$ cat src/ase_map.svh
`ifndef ASE_MAP_SVH
`define ASE_MAP_SVH
`define ASE_ACC_W        32
`define ASE_HALF_W       16
`define ASE_DIV_SHIFT    15
`define ASE_ST1_W        16
`define ASE_ST1_SXM_BIT  10
`define ASE_ST1_C_BIT    9
`define ASE_ST1_XF_BIT   4
`define ASE_ST1_RST      16'h0000
`endif

$ cat src/ase_pkg.sv
package ase_pkg;
  typedef enum logic [2:0] {
    ASE_OP_NONE = 3'h0,
    ASE_OP_SUBTRACT_WITH_BORROW = 3'h1,
    ASE_OP_SUBTRACT_HIGH_HALF = 3'h3,
    ASE_OP_CONDITIONAL_SUBTRACT = 3'h2,
    ASE_OP_SXF  = 3'h6
  } ase_op_t;
endpackage

$ cat src/ase_exec.sv
`timescale 1ns/10ps
`default_nettype none
`include "ase_map.svh"
// Overview of operation
// - subtract_with_borrow: acc minus memory word minus inverted carry.
// - subtract_with_borrow clears carry when a borrow occurs.
// - subtract_high_half subtracts memory word from accumulator upper half.
// - subtract_high_half leaves the lower accumulator half untouched.
// - subtract_high_half clears carry on borrow, otherwise carry holds.
// - set_external_flag_op drives the external_flag pin and status bit high.
// - Second status register holds sign_extension_mode and external_flag.
module ase_exec
  import ase_pkg::*;
(
  // Clock and reset
  input  wire logic                  clk,
  input  wire logic                  rst_n,
  input  wire logic                  clk_en,
  // Operation request, same clock domain
  input  wire logic                  op_valid,
  input  wire ase_op_t               op_code,
  input  wire logic [15:0]           mem_word,
  // Status load from core
  input  wire logic                  st1_load,
  input  wire logic [15:0]           st1_wdata,
  // State
  output logic [31:0]                acc,
  output logic [15:0]                second_status_register,
  output logic                       external_flag,
  output logic                       op_done
);

  function automatic logic [32:0] sub33(input logic [31:0] a,
                                        input logic [31:0] b);
    sub33 = {1'b0, a} - {1'b0, b};
  endfunction

  logic        carry;
  logic        sign_extension_mode;
  logic [32:0] subtract_with_borrow_diff;
  logic [32:0] subtract_with_borrow_tmp;
  logic        subtract_with_borrow_borrow;
  logic [16:0] subtract_high_half_diff;
  logic [32:0] conditional_subtract_full;
  logic [31:0] conditional_subtract_diff;
  logic [31:0] next_acc;
  logic        next_carry;

  assign carry               = second_status_register[`ASE_ST1_C_BIT];
  assign sign_extension_mode = second_status_register[`ASE_ST1_SXM_BIT];

  // Two-step borrow so both subtrahend borrows are seen
  assign subtract_with_borrow_tmp    = sub33(acc, {16'h0000, mem_word});
  assign subtract_with_borrow_diff   = sub33(subtract_with_borrow_tmp[31:0], {31'h0, ~carry});
  assign subtract_with_borrow_borrow = subtract_with_borrow_tmp[32] | subtract_with_borrow_diff[32];
  assign subtract_high_half_diff   = {1'b0, acc[31:16]} - {1'b0, mem_word};
  // Divisor sits at bit 15, so 32 bits hold it without loss
  assign conditional_subtract_full   = sub33(acc, {1'b0, mem_word, 15'h0000});
  assign conditional_subtract_diff   = conditional_subtract_full[31:0];

  always_comb begin
    next_acc   = acc;
    next_carry = carry;
    case (op_code)
      ASE_OP_SUBTRACT_WITH_BORROW: begin
        next_acc   = subtract_with_borrow_diff[31:0];
        next_carry = ~subtract_with_borrow_borrow;
      end
      ASE_OP_SUBTRACT_HIGH_HALF: begin
        next_acc = {subtract_high_half_diff[15:0], acc[15:0]};
        if (subtract_high_half_diff[16]) begin
          next_carry = 1'b0;
        end
      end
      ASE_OP_CONDITIONAL_SUBTRACT: begin
        // Sign of raw difference, no saturation applied
        if (!conditional_subtract_diff[31]) begin
          next_acc = {conditional_subtract_diff[30:0], 1'b1};
        end else begin
          next_acc = {acc[30:0], 1'b0};
        end
        next_carry = ~conditional_subtract_full[32];
      end
      default: begin
        next_acc   = acc;
        next_carry = carry;
      end
    endcase
  end

  always_ff @(posedge clk or negedge rst_n) begin
    if (!rst_n) begin
      acc <= 32'h0000_0000;
    end else if (clk_en && op_valid) begin
      acc <= next_acc;
    end
  end

  always_ff @(posedge clk or negedge rst_n) begin
    if (!rst_n) begin
      second_status_register <= `ASE_ST1_RST;
    end else if (clk_en) begin
      if (op_valid && op_code == ASE_OP_SXF) begin
        second_status_register[`ASE_ST1_XF_BIT] <= 1'b1;
      end else if (op_valid) begin
        second_status_register[`ASE_ST1_C_BIT] <= next_carry;
      end else if (st1_load) begin
        second_status_register <= st1_wdata;
      end
    end
  end

  // Pin mirrors the status bit, both set by the same event
  always_ff @(posedge clk or negedge rst_n) begin
    if (!rst_n) begin
      external_flag <= 1'b0;
    end else if (clk_en) begin
      if (op_valid && op_code == ASE_OP_SXF) begin
        external_flag <= 1'b1;
      end else if (!op_valid && st1_load) begin
        external_flag <= st1_wdata[`ASE_ST1_XF_BIT];
      end
    end
  end

  always_ff @(posedge clk or negedge rst_n) begin
    if (!rst_n) begin
      op_done <= 1'b0;
    end else if (clk_en) begin
      op_done <= op_valid;
    end
  end
endmodule
`default_nettype wire

$ cat config.mk
export PLATFORM = sky130hd
export DESIGN_NAME = ase_exec
export DESIGN_NICKNAME = d
export VERILOG_FILES = /design/src/ase_pkg.sv /design/src/ase_exec.sv
export VERILOG_INCLUDE_DIRS = /design/src
export SDC_FILE = /design/constraint.sdc
export NUM_CORES = 1
export LEC_CHECK = 0
export BUFFER_PORTS_ARGS = -buffer_cell sky130_fd_sc_hd__buf_4
export CORE_ASPECT_RATIO = 1.2
export CORE_MARGIN = 3
export CORE_UTILIZATION = 30
export DETAILED_ROUTE_END_ITERATION = 10
export SYNTH_ARGS = -nofsm -noshare
export SYNTH_HDL_FRONTEND = slang
export SYNTH_SLANG_ARGS = --single-unit
$ cat constraint.sdc
create_clock -name clk -period 7.05 [get_ports clk]
set_clock_uncertainty 0.05 [all_clocks]
set_input_delay 0.3525 -clock clk [delete_from_list [all_inputs] [get_ports clk]]
set_output_delay 0.3525 -clock clk [all_outputs]
set_load 0.03 [all_outputs]
# [Yosys cells after proc, flatten, opt, wreduce, memory -nomap -nowiden]
# Index checks and enable logic that the tools add are counted.
[classes] add_sub_neg=4 eq_ne=7 muxes=10 bitwise=7 n_reduce_logical=15
[ops] op="$pmux 32 s3" n=1
[ops] op="$sub 32x1->33" n=1
[ops] op="$sub 32x16->33" n=1
[ops] op="$sub 32x31->33" n=1
[ops] op="$mux 32" n=1
[ops] op="$sub 16x16->17" n=1
[ops] op="$mux 10" n=1
[ops] op="$reduce_bool 2->1" n=4
[ops] op="$eq 3x2->1 const B" n=2
[ops] op="$not 1->1" n=6
[ops] op="$reduce_and 3->1" n=2
[ops] op="$mux 1" n=5
[ops] op="$mux 5" n=1
[ops] op="$reduce_and 5->1" n=1
[ops] op="$ne 4x1->1 const B" n=1
[ops] op="$reduce_and 2->1" n=2
[ops] op="$reduce_and 4->1" n=1
[ops] op="$eq 3x1->1 const B" n=1
[ops] op="$eq 3x3->1 const B" n=1
[ops] op="$logic_and 1x1->1" n=3
[ops] op="$ne 3x3->1 const B" n=1
[ops] op="$pmux 1 s3" n=1
[ops] op="$reduce_bool 3->1" n=1
[ops] op="$ne 2x1->1 const B" n=1
[ops] op="2 further kinds" n=2
[word_totals] register_bits=50 in_bits=40 out_inout_bits=50 elab_cells=50

# [Depth between registers and ports, before layout]
# Gate-level depths: netlist (run 1).
[depth] depth_word=6 mapped_depth=15 mapped_depth_nobuf=14

# [Least setup slack after synthesis (run 1)]
# No wires, ideal clock.
[synth_timing] path_kind="register to register" start="register acc[0]" end="register acc[31]" setup_time_ps=129 arrival_time_ps=3511 t_required_ps=6871 path_slack_ps=3360 stages_incl_launch_ff=14 path_buffers=0 synth_period_minus_slack_ps=3690 cell_sequence="dfrtp_1 > inv_1 > ha_1 > fa_1 > nand2b_1 > a21o_1 > a211o_1 > and4_1 > nor3_2 > nor3b_2 > nand4_1 > nor4_4 > a21oi_2 > a2111o_1"
[synth_via] elab_chain_len=3 elab_cells_between_ends=5 cone_classes="3 x add/sub; 2 x mux"
[synth_rtl] element="from (decl)" line_no="ase_exec.sv:27" source="output logic [31:0] acc,"
[synth_rtl] element="from (signal assigned)" line_no="ase_exec.sv:95" source="acc <= next_acc;"
[synth_rtl] element="$sub 32x16->33 or $sub 32x31->33 (tied branches)" line_no="ase_exec.sv:35" source="sub33 = {1'b0, a} - {1'b0, b};"
[synth_rtl] element="$sub 32x1->33 or $mux 32 (tied branches)" line_no="ase_exec.sv:35, ase_exec.sv:77"
[synth_rtl] element="$pmux 32 s3 *" line_no="ase_exec.sv:64" source="case (op_code)"
# Mark *: on every way between the ends. The rest lies on a longest branch, timed or not.
# A chain may end at the register's enable or synchronous reset.

# [Worst setup path in the final report (run 1)]
[layout_timing] start="register acc[15]" end="register acc[29]"
# Same word-level chain as after synthesis.

==> impl_metrics.py, run 1 <==
metrics = {
    "place": {
        "hpwlAfterDp_um": 17600,
        "post-place-cells": 1149,
        "numPortBuffers": 89,
        "place_congestion": 0.972,
        "place_area_um2": 7380,
    },
    "detailed_routing": {
        "avgViaCountPerCell": 5.81,
        "num_vias": 6726,
        "first_pass_iters": 6,
        "drt_iter0_drc": 518,
        "wl_per_cell_um": 19.3,
        "drc_errors": 0,
        "postRouteAntennaNets": 0,
        "wl_um": 22400,
    },
    "timing": {
        "fmax_mhz": 232,
        "period_minus_slack_ps": 4310,
        "relSlewSlack": 0.226,
        "post-route-period-util": 0.611,
        "hold_viol": 0,
        "setup_viol_count_final": 0,
        "rsz0062_at_grt": "false",
        "slew_viol_final": 0,
        "fin_tns_setup_ps": 0,
        "tightest_slew_ps": 1160,
    },
    "yosys": {
        "yosysMostFrequentCell": "nor2_1",
        "yosys_warnings": 0,
        "synthArstFlopShare": 1.00,
        "ys_types": 93,
        "synth-seq-cells": 50,
        "yosysSeqAreaShare": 0.193,
        "yosysTopAreaCellShare": 0.193,
        "synth-edff-count": 0,
        "ys.flop_type": "dfrtp_1",
        "netlist_instances": 818,
        "synth.top_cells.by_count": "nor2_1, nand2_1, a21oi_1, dfrtp_1, ha_1",
        "synthesis.nets": 911,
        "postSynthAreaPerCell_um2": 7.90,
        "syn_area_um2": 6470,
        "synth_top_cell_by_area": "dfrtp_1",
        "synth_area_leaders": "dfrtp_1, ha_1, xnor2_1",
    },
    "power_and_ir_drop": {
        "intPower_w": 0.00129,
        "combPwrFrac": 0.716,
        "p_per_area_nw_per_um2": 371,
        "peakVddDrop_mv": 0.189,
        "p_clk_frac": 0.096,
        "p_seq_frac": 0.188,
        "p_sw_w": 0.00150,
        "switching_share": 0.539,
        "leakage_nw": 3.18,
    },
    "critical_path": {
        "crit_fanout": 28,
        "rr_worst_depth": 13,
        "r2r_end": "acc[29]",
        "reg2reg_from": "acc[15]",
        "crit_path_start_kind": "flip-flop",
        "reg2reg_slack_ps": 2740,
        "crit_type": "flip-flop to flip-flop",
        "endpoint_kind": "flip-flop",
        "required_ps": 7200,
        "endpoint": "acc[29]",
        "arrival_ps": 4460,
        "crit_start": "acc[15]",
    },
    "cells_and_area": {
        "area.sequential_um2": 1250,
        "stdcell_area_um2": 7530,
        "drive_gt1_frac": 0.182,
        "antennaDiodeCount": 0,
        "multi_input_area_um2": 4950,
        "fill_cells": 2203,
        "area_growth_pct": 16.4,
        "stdcell_count": 1157,
        "nets": 979,
    },
    "clock_network": {
        "cts_hold_buf": 0,
        "numCtsBuffers": 5,
        "htree_levels": 2,
        "clock_latency_ps": 320,
        "cts_buffer_depth": 2,
        "cts_sinks": 50,
        "path_clk_slew_ps": 80,
        "cts-resized-gates": 0,
        "cts_setup_buffers": 0,
        "cts_tree": "yes",
        "cts-root-buf": "clkbuf_16",
    },
    "die": {
        "core_area_um2": 21000,
        "die-height_um": 167,
        "initial_core_util": 0.307,
        "die_w_um": 140,
        "rows": 58,
        "pin_count": 90,
        "die_area_um2": 23400,
    },
    "run": {
        "maxCapViolCount": 0,
    },
    "global_routing": {
        "antenna_found_initial": 0,
        "first_global_vias": 6488,
        "grt_pass1_wl_um": 34800,
        "grt_util_all_layers": 0.185,
        "grt_max_degree": 51,
        "grt-ovfl-total": 0,
    },
    "run_status": {
        "status": "finished, final reports clean",
    },
    "worst_hold_path": {
        "hold_path_class": "input port to async pin",
    },
}
==> layout by cell type (no fill, tap or decap), types with 35 or more instances in the layout <==
master	synthesis	layout
a21oi_1	54	54
buf_4	2	92
dfrtp_1	50	50
ha_1	50	50
inv_1	41	41
nand2_1	72	72
nor2_1	76	76
o21ai_0	49	49
xnor2_1	35	35
==> flip-flops by register name (all words and copies together) (netlist names) <==
signal	count
acc	32
external_flag	1
op_done	1
second_status_register	16
==> per-stage QoR <==
| stage | worst slack [ps] | power, W | hold slack, ps | util |
|---|---|---|---|---|
| 6_report | 2740 | 0.00279 | 20.6 | 0.358 |
| 3_3_place_gp | 2830 | 0.00249 | 390 | 0.351 |
| 5_1_grt | 2390 | 0.00301 | 71.6 | 0.358 |
| 3_5_place_dp | 2800 | 0.00250 | 390 | 0.351 |
| 4_1_cts | 2750 | 0.00278 | 66.8 | 0.358 |
| 2_1_floorplan | 3360 | 0.00198 | 6.91 | - |
==> area by class of cell <==
type / count / area share
Tap cell: 270 / 0.0449
Sequential cell: 50 / 0.166
Multi-Input combinational cell: 696 / 0.657
Clock buffer: 7 / 0.0189
Inverter: 41 / 0.0204
Timing Repair Buffer: 92 / 0.0918
Clock inverter: 1 / 0.000665
==> worst max-delay path, cell delays in order (launching register included) <==
cell and delay [ps]:
dfrtp_1 440, inv_1 80, ha_1 190, inv_1 60, fa_1 420, a211oi_1 300, o21ai_0 220, a31oi_1 380
a211oi_1 190, a211oi_4 910, o21ai_0 230, and3_1 230, a211o_1 260, a211o_1 210
==> worst min path at each step <==
| stage | end | slack [ps] | cells past startpoint |
|---|---|---|---|
| after global placement | second_status_register[0] | 390 | 1 |
| after floorplan | acc[0] | 7 | 0 |
| after CTS | second_status_register[0] | 70 | 1 |
| after detailed placement | second_status_register[0] | 390 | 1 |
| after global routing | second_status_register[0] | 70 | 1 |
| final | second_status_register[0] | 20 | 1 |
==> power by group through the flow <==
stage	clock, W	combinational (W)	sequential [W]
2_1_floorplan	0	0.00134	0.000635
3_3_place_gp	0	0.00196	0.000526
3_5_place_dp	0	0.00197	0.000530
4_1_cts	0.000274	0.00198	0.000525
5_1_grt	0.000282	0.00219	0.000541
6_report	0.000268	0.00200	0.000524
==> cell families after synthesis <==
family,after synthesis,share of synthesized area
mux,22,0.0370
xor+xnor,60,0.0813
compound gates,260,0.282
simple gates,301,0.257
flops,50,0.193
fa+ha+maj,53,0.106
buf+inv,72,0.0439
==> metal layers <==
layer / part of all wire / GRT usage / routed length [µm] / vias up
met5: 0 / 0 / 0 / -
met2: 0.47 / 0.316 / 10600 / 278
met1: 0.42 / 0.231 / 9410 / 3212
met3: 0.071 / 0.0373 / 1590 / 57
li1: - / - / - / 3179
met4: 0.034 / 0.0636 / 751 / 0
Note: power is estimated with default switching activity, not from simulation.
==> run 2: changes to the inputs <==
--- a/config.mk
+++ b/config.mk
@@ -6,6 +6,7 @@
 export SDC_FILE = /design/constraint.sdc
 export NUM_CORES = 1
 export LEC_CHECK = 0
+export ABC_AREA = 1
 export BUFFER_PORTS_ARGS = -buffer_cell sky130_fd_sc_hd__buf_4
 export CORE_ASPECT_RATIO = 1.2
 export CORE_MARGIN = 3
==> constraint.sdc (replaced) <==
create_clock -name clk -period 3.9 [get_ports clk]
set_clock_uncertainty 0.05 [all_clocks]
set_input_delay 0.195 -clock clk [delete_from_list [all_inputs] [get_ports clk]]
set_output_delay 0.195 -clock clk [all_outputs]
set_load 0.03 [all_outputs]
==> impl_metrics.py, run 2 <==
metrics = {
    "cells_and_area": {
        "nets": 1373,
        "final_common_cell": "nand2_1",
        "largest_register_ff_count": 32,
        "top_register": "acc",
        "fill_cells": 2519,
        "multi_input_area_um2": 5020,
        "reg_top3": "acc x32, second_status_register x16",
        "area_growth_pct": 16.5,
        "stdcell_count": 1591,
        "area.sequential_um2": 1250,
        "drive_gt1_frac": 0.158,
        "antennaDiodeCount": 0,
        "layout_common_cells": "nand2_1, inv_1, nand3_1",
    },
    "die": {
        "die_w_um": 146,
        "die_area_um2": 25400,
        "pin_count": 90,
        "initial_core_util": 0.310,
        "core_area_um2": 22700,
        "rows": 60,
        "die-height_um": 174,
    },
    "yosys": {
        "synthAdderAreaFrac": 0.0972,
        "synthesis.nets": 1288,
        "netlist_instances": 1195,
        "synth-seq-cells": 50,
        "yosysTopAreaCellShare": 0.203,
        "synth_top_cell_by_area": "nand2_1",
        "ys.flop_type": "dfrtp_1",
        "synth_area_leaders": "nand2_1, dfrtp_1, inv_1",
        "yosys.area_share.xor_xnor": 0.0161,
        "yosysMostFrequentCell": "nand2_1",
        "syn_area_um2": 7060,
        "synth_top_family_by_area": "simple AND/OR/NAND/NOR gates",
        "synthArstFlopShare": 1.00,
        "muxShareOfSynthArea": 0.0223,
        "ys_types": 47,
        "yosysSeqAreaShare": 0.177,
        "postSynthAreaPerCell_um2": 5.91,
        "synth-edff-count": 0,
        "synth.top_cells.by_count": "nand2_1, inv_1, nand3_1, nor2_1, a21oi_1",
        "yosys_warnings": 0,
        "synth-simple-area-share": 0.441,
        "synth_compound_area_frac": 0.135,
    },
    "critical_path": {
        "endpoint_kind": "flip-flop",
        "crit_buf_inv": 1,
        "max_stage_delay_ps": 520,
        "crit_slowest_cell": "fa_1",
        "critical_path.most_common_cell": "nand3_1",
        "crit_path_start_kind": "flip-flop",
        "crit_type": "flip-flop to flip-flop",
        "required_ps": 4050,
        "cp_cell_sequence": "inv_1, ha_1, fa_1, ha_1, a21boi_1, nand3_2, nor2_2, nand3_1, nor3_2, nand4_1, nor2_1, nand2_1, nand3_1, nand3_1, nand2_1, o21ai_1",
        "crit_family": "simple AND/OR/NAND/NOR gates",
        "arrival_ps": 3430,
        "crit_fanout": 4,
    },
    "timing": {
        "setup_ws_ps": 622,
        "fmax_mhz": 305,
        "rsz0062_at_grt": "false",
        "slew_viol_final": 0,
        "post-route-period-util": 0.840,
        "fin_tns_setup_ps": 0,
        "hold_viol": 0,
        "relSlewSlack": 0.445,
        "setup_viol_count_final": 0,
        "tightest_slew_ps": 832,
        "period_minus_slack_ps": 3280,
    },
    "worst_hold_path": {
        "hold_path_class": "input port to flip-flop",
    },
    "clock_network": {
        "cts-resized-gates": 0,
        "cts_sinks": 50,
        "clock_latency_ps": 310,
        "path_clk_slew_ps": 80,
        "numCtsBuffers": 5,
        "htree_levels": 2,
        "cts_tree": "yes",
        "cts_setup_buffers": 0,
        "cts-root-buf": "clkbuf_16",
        "cts_buffer_depth": 2,
    },
    "global_routing": {
        "antenna_found_initial": 1,
        "grt-ovfl-total": 0,
        "grt_pass1_wl_um": 42000,
        "grt_util_all_layers": 0.206,
        "first_global_vias": 7837,
        "grt_max_degree": 51,
    },
    "place": {
        "place_congestion": 0.955,
        "hpwlAfterDp_um": 21900,
        "post-place-cells": 1582,
        "numPortBuffers": 89,
        "place_ws_ps": 700,
    },
    "detailed_routing": {
        "drc_errors": 0,
        "drt_iter0_drc": 608,
        "wl_um": 26400,
        "postRouteAntennaNets": 0,
        "num_vias": 8024,
        "wl_per_cell_um": 16.6,
        "avgViaCountPerCell": 5.04,
        "first_pass_iters": 6,
    },
    "power_and_ir_drop": {
        "leakage_nw": 4.34,
        "peakVddDrop_mv": 0.419,
        "report.power.total_w": 0.00638,
        "p_per_area_nw_per_um2": 775,
    },
    "run": {
        "maxCapViolCount": 0,
    },
    "run_status": {
        "status": "finished, final reports clean",
    },
}
==> run 2: kinds of logic (layout without fill, tap and decap cells) <==
kind of cell	after synthesis	in the layout
DFF	50	50
xor gates and xnor gates	13	13
AOI/OAI and AO/OA	165	165
adders and majority gates	53	53
buffers and inverters	203	289
and+or+nand+nor	697	697
muxes	14	14
==> run 2: layer usage <==
metal	global-route usage	vias up	routed length [µm]
met2	0.363	303	12800
met1	0.257	3615	11000
met3	0.0302	55	1610
met5	0	-	13
li1	-	4049	-
met4	0.0698	2	977
==> run 2: layout make-up <==
cell class	count	area share
repair buffers	94	0.0861
well taps	310	0.0472
flip-flops and latches	50	0.152
multi-input cells	942	0.611
clock buffers	5	0.0152
inverters	187	0.0854
clock inverters	3	0.00320
==> run 2: what timing repair did <==
| action | CTS | global route |
|---|---|---|
| hold buffers | 1 | 0 |
| endpoints found under the hold margin | 50 | 0 |
| endpoints found under the setup margin | 0 | 0 |
==> run 2: final timing paths <==
| kind | start | endpoint | slack (ps) | cells after the start |
|---|---|---|---|---|
| setup / recovery | acc[0] | acc[18] | 620 | 16 |
| hold / removal | st1_wdata[8] | second_status_register[8] | 60 | 2 |
| setup reg to reg | acc[0] | acc[18] | 620 | 16 |
| hold reg to reg | op_done | op_done | 450 | 2 |
| max in group asynchronous | rst_n | acc[13] | 2890 | 2 |
| min in group asynchronous | rst_n | acc[27] | 410 | 2 |
==> run 2: per-stage QoR <==
step	hold slack [ps]	util	area [µm²]
floorplan	-151	-	7060
global placement	242	0.354	8060
detailed placement	250	0.354	8060
CTS	51.4	0.361	8220
global route	51.2	0.361	8220
finish	58.8	0.361	8220
==> run 2: power breakdown <==
part           switching, W  internal [W]  total, W  leakage [nW]
combinational       0.00330       0.00154   0.00484          3.68
sequential         0.000362      0.000693   0.00105         0.588
clock              0.000239      0.000245  0.000484        0.0748
total               0.00390       0.00248   0.00638          4.34
==> run 3: changes to the inputs <==
==> constraint.sdc (replaced) <==
create_clock -name clk -period 2.7 [get_ports clk]
set_clock_uncertainty 0.05 [all_clocks]
set_input_delay 0.135 -clock clk [delete_from_list [all_inputs] [get_ports clk]]
set_output_delay 0.135 -clock clk [all_outputs]
set_load 0.03 [all_outputs]
==> impl_metrics.py, run 3 (synthesis gave the netlist of run 2 again) <==
metrics = {
    "run_status": {
        "status": "finished with violations",
        "violations": "negative setup slack",
    },
    "critical_path": {
        "crit_fanout": 5,
        "crit_path_start_kind": "flip-flop",
        "arrival_ps": 3080,
        "required_ps": 2910,
        "endpoint_kind": "flip-flop",
        "crit_type": "flip-flop to flip-flop",
    },
    "global_routing": {
        "grt_util_all_layers": 0.216,
        "grt_pass1_wl_um": 43800,
        "first_global_vias": 8574,
        "antenna_found_initial": 0,
        "grt_max_degree": 51,
        "grt-ovfl-total": 0,
    },
    "die": {
        "initial_core_util": 0.310,
        "rows": 60,
        "core_area_um2": 22700,
        "die_area_um2": 25400,
        "pin_count": 90,
        "die_w_um": 146,
        "die-height_um": 174,
    },
    "timing": {
        "hold_viol": 0,
        "slew_viol_final": 0,
        "setup_viol_count_final": 14,
        "period_minus_slack_ps": 2870,
        "post-route-period-util": 1.06,
        "whs_ps": 40.3,
        "tightest_slew_ps": 753,
        "setup_ws_ps": -168,
        "rsz0062_at_grt": "true",
        "fmax_mhz": 349,
        "relSlewSlack": 0.498,
        "fin_tns_setup_ps": -1090,
    },
    "cells_and_area": {
        "top_register": "acc",
        "nets": 1575,
        "layout_common_cells": "nand2_1, buf_4, inv_1",
        "area.sequential_um2": 1260,
        "area_growth_pct": 49.3,
        "antennaDiodeCount": 0,
        "stdcell_count": 1793,
        "largest_register_ff_count": 32,
        "fill_cells": 2341,
        "final_common_cell": "nand2_1",
        "drive_gt1_frac": 0.347,
        "multi_input_area_um2": 5730,
        "reg_top3": "acc x32, second_status_register x16",
    },
    "place": {
        "hpwlAfterDp_um": 23600,
        "place_congestion": 0.980,
        "post-place-cells": 1750,
        "numPortBuffers": 89,
        "place_ws_ps": -194,
    },
    "clock_network": {
        "cts_buffer_depth": 2,
        "cts_sinks": 50,
        "numCtsBuffers": 5,
        "path_clk_slew_ps": 80,
        "clock_latency_ps": 320,
        "htree_levels": 2,
        "cts-root-buf": "clkbuf_16",
        "cts_tree": "yes",
    },
    "detailed_routing": {
        "wl_per_cell_um": 16.2,
        "wl_met2_um": 14200,
        "postRouteAntennaNets": 0,
        "wl_met1_um": 11700,
        "avgViaCountPerCell": 4.92,
        "drc_errors": 0,
        "num_vias": 8820,
        "first_pass_iters": 6,
        "wl_um": 29000,
        "wl_met3_um": 1150,
        "drt_iter0_drc": 687,
        "highest_layer": "met4",
    },
    "power_and_ir_drop": {
        "leakage_nw": 5.44,
        "report.power.total_w": 0.0122,
        "peakVddDrop_mv": 0.641,
        "p_per_area_nw_per_um2": 1150,
    },
    "run": {
        "maxCapViolCount": 0,
    },
    "worst_hold_path": {
        "hold_path_class": "input port to flip-flop",
    },
}
-- run 3: cell types whose count changed in the layout (fill, tap and decap cells not counted), moves of 14 or more --
cell | previous run | this run
buf_4 | 93 | 275
ha_4 | 0 | 16
ha_1 | 50 | 33
nor2_1 | 101 | 79
nand2_1 | 381 | 335
nand3_1 | 108 | 94
nand2_2 | 27 | 64
dlygate4sd3_1 | 1 | 15
-- run 3: cell type report --
class                   instances  share of cell area
flip-flops and latches         50               0.119
well taps                     310              0.0368
repair buffers                296               0.219
inverters                     187              0.0668
clock buffers                   5              0.0119
multi-input cells             942               0.544
clock inverters                 3             0.00273
-- run 3: layer usage --
layer	global-route usage	vias to the layer above
li1	-	4438
met4	0.107	0
met3	0.0279	95
met1	0.250	4033
met5	0	-
met2	0.389	254
-- run 3: report_power, final --
part           switching [W]  internal [W]  total [W]
logic                0.00593       0.00417     0.0101
registers           0.000330       0.00101    0.00134
clock network       0.000375      0.000356   0.000731
-- run 3: per-stage QoR --
stage | area (µm²) | util
6_report | 10500 | 0.463
5_1_grt | 10500 | 0.463
4_1_cts | 9880 | 0.434
3_5_place_dp | 9370 | 0.412
3_3_place_gp | 9370 | 0.412
2_1_floorplan | 7080 | -
-- run 3: what timing repair did --
action,CTS,global route
resized for setup,46,117
setup buffers,4,16
pin swaps,10,42
hold buffers,14,1
hold endpoints to repair,63,1
endpoints found under the setup margin,20,25
-- run 3: critical path, cell delays in order, from the launching register on --
cell,delay (ps)
dfrtp_2,380
inv_2,50
ha_4,150
fa_2,560
ha_4,140
a21boi_4,170
nand3_2,110
nor2_4,150
nand3_4,120
inv_4,90
nand3_4,80
nor2_4,150
nand2_4,80
nor2_4,170
nand2_1,60
nand2_1,80
nand2_1,50
nand2_1,70
nand2_1,50
nand2_1,60
-- run 3: final timing paths --
path / slack, ps / cells past startpoint / end / start
min in group asynchronous: 370 / 2 / acc[26] / rst_n
max in group asynchronous: 1690 / 2 / acc[0] / rst_n
min: 40 / 3 / external_flag / st1_wdata[4]
max reg2reg: -170 / 19 / acc[22] / acc[0]
max: -170 / 19 / acc[22] / acc[0]
min reg2reg: 460 / 1 / second_status_register[13] / second_status_register[13]
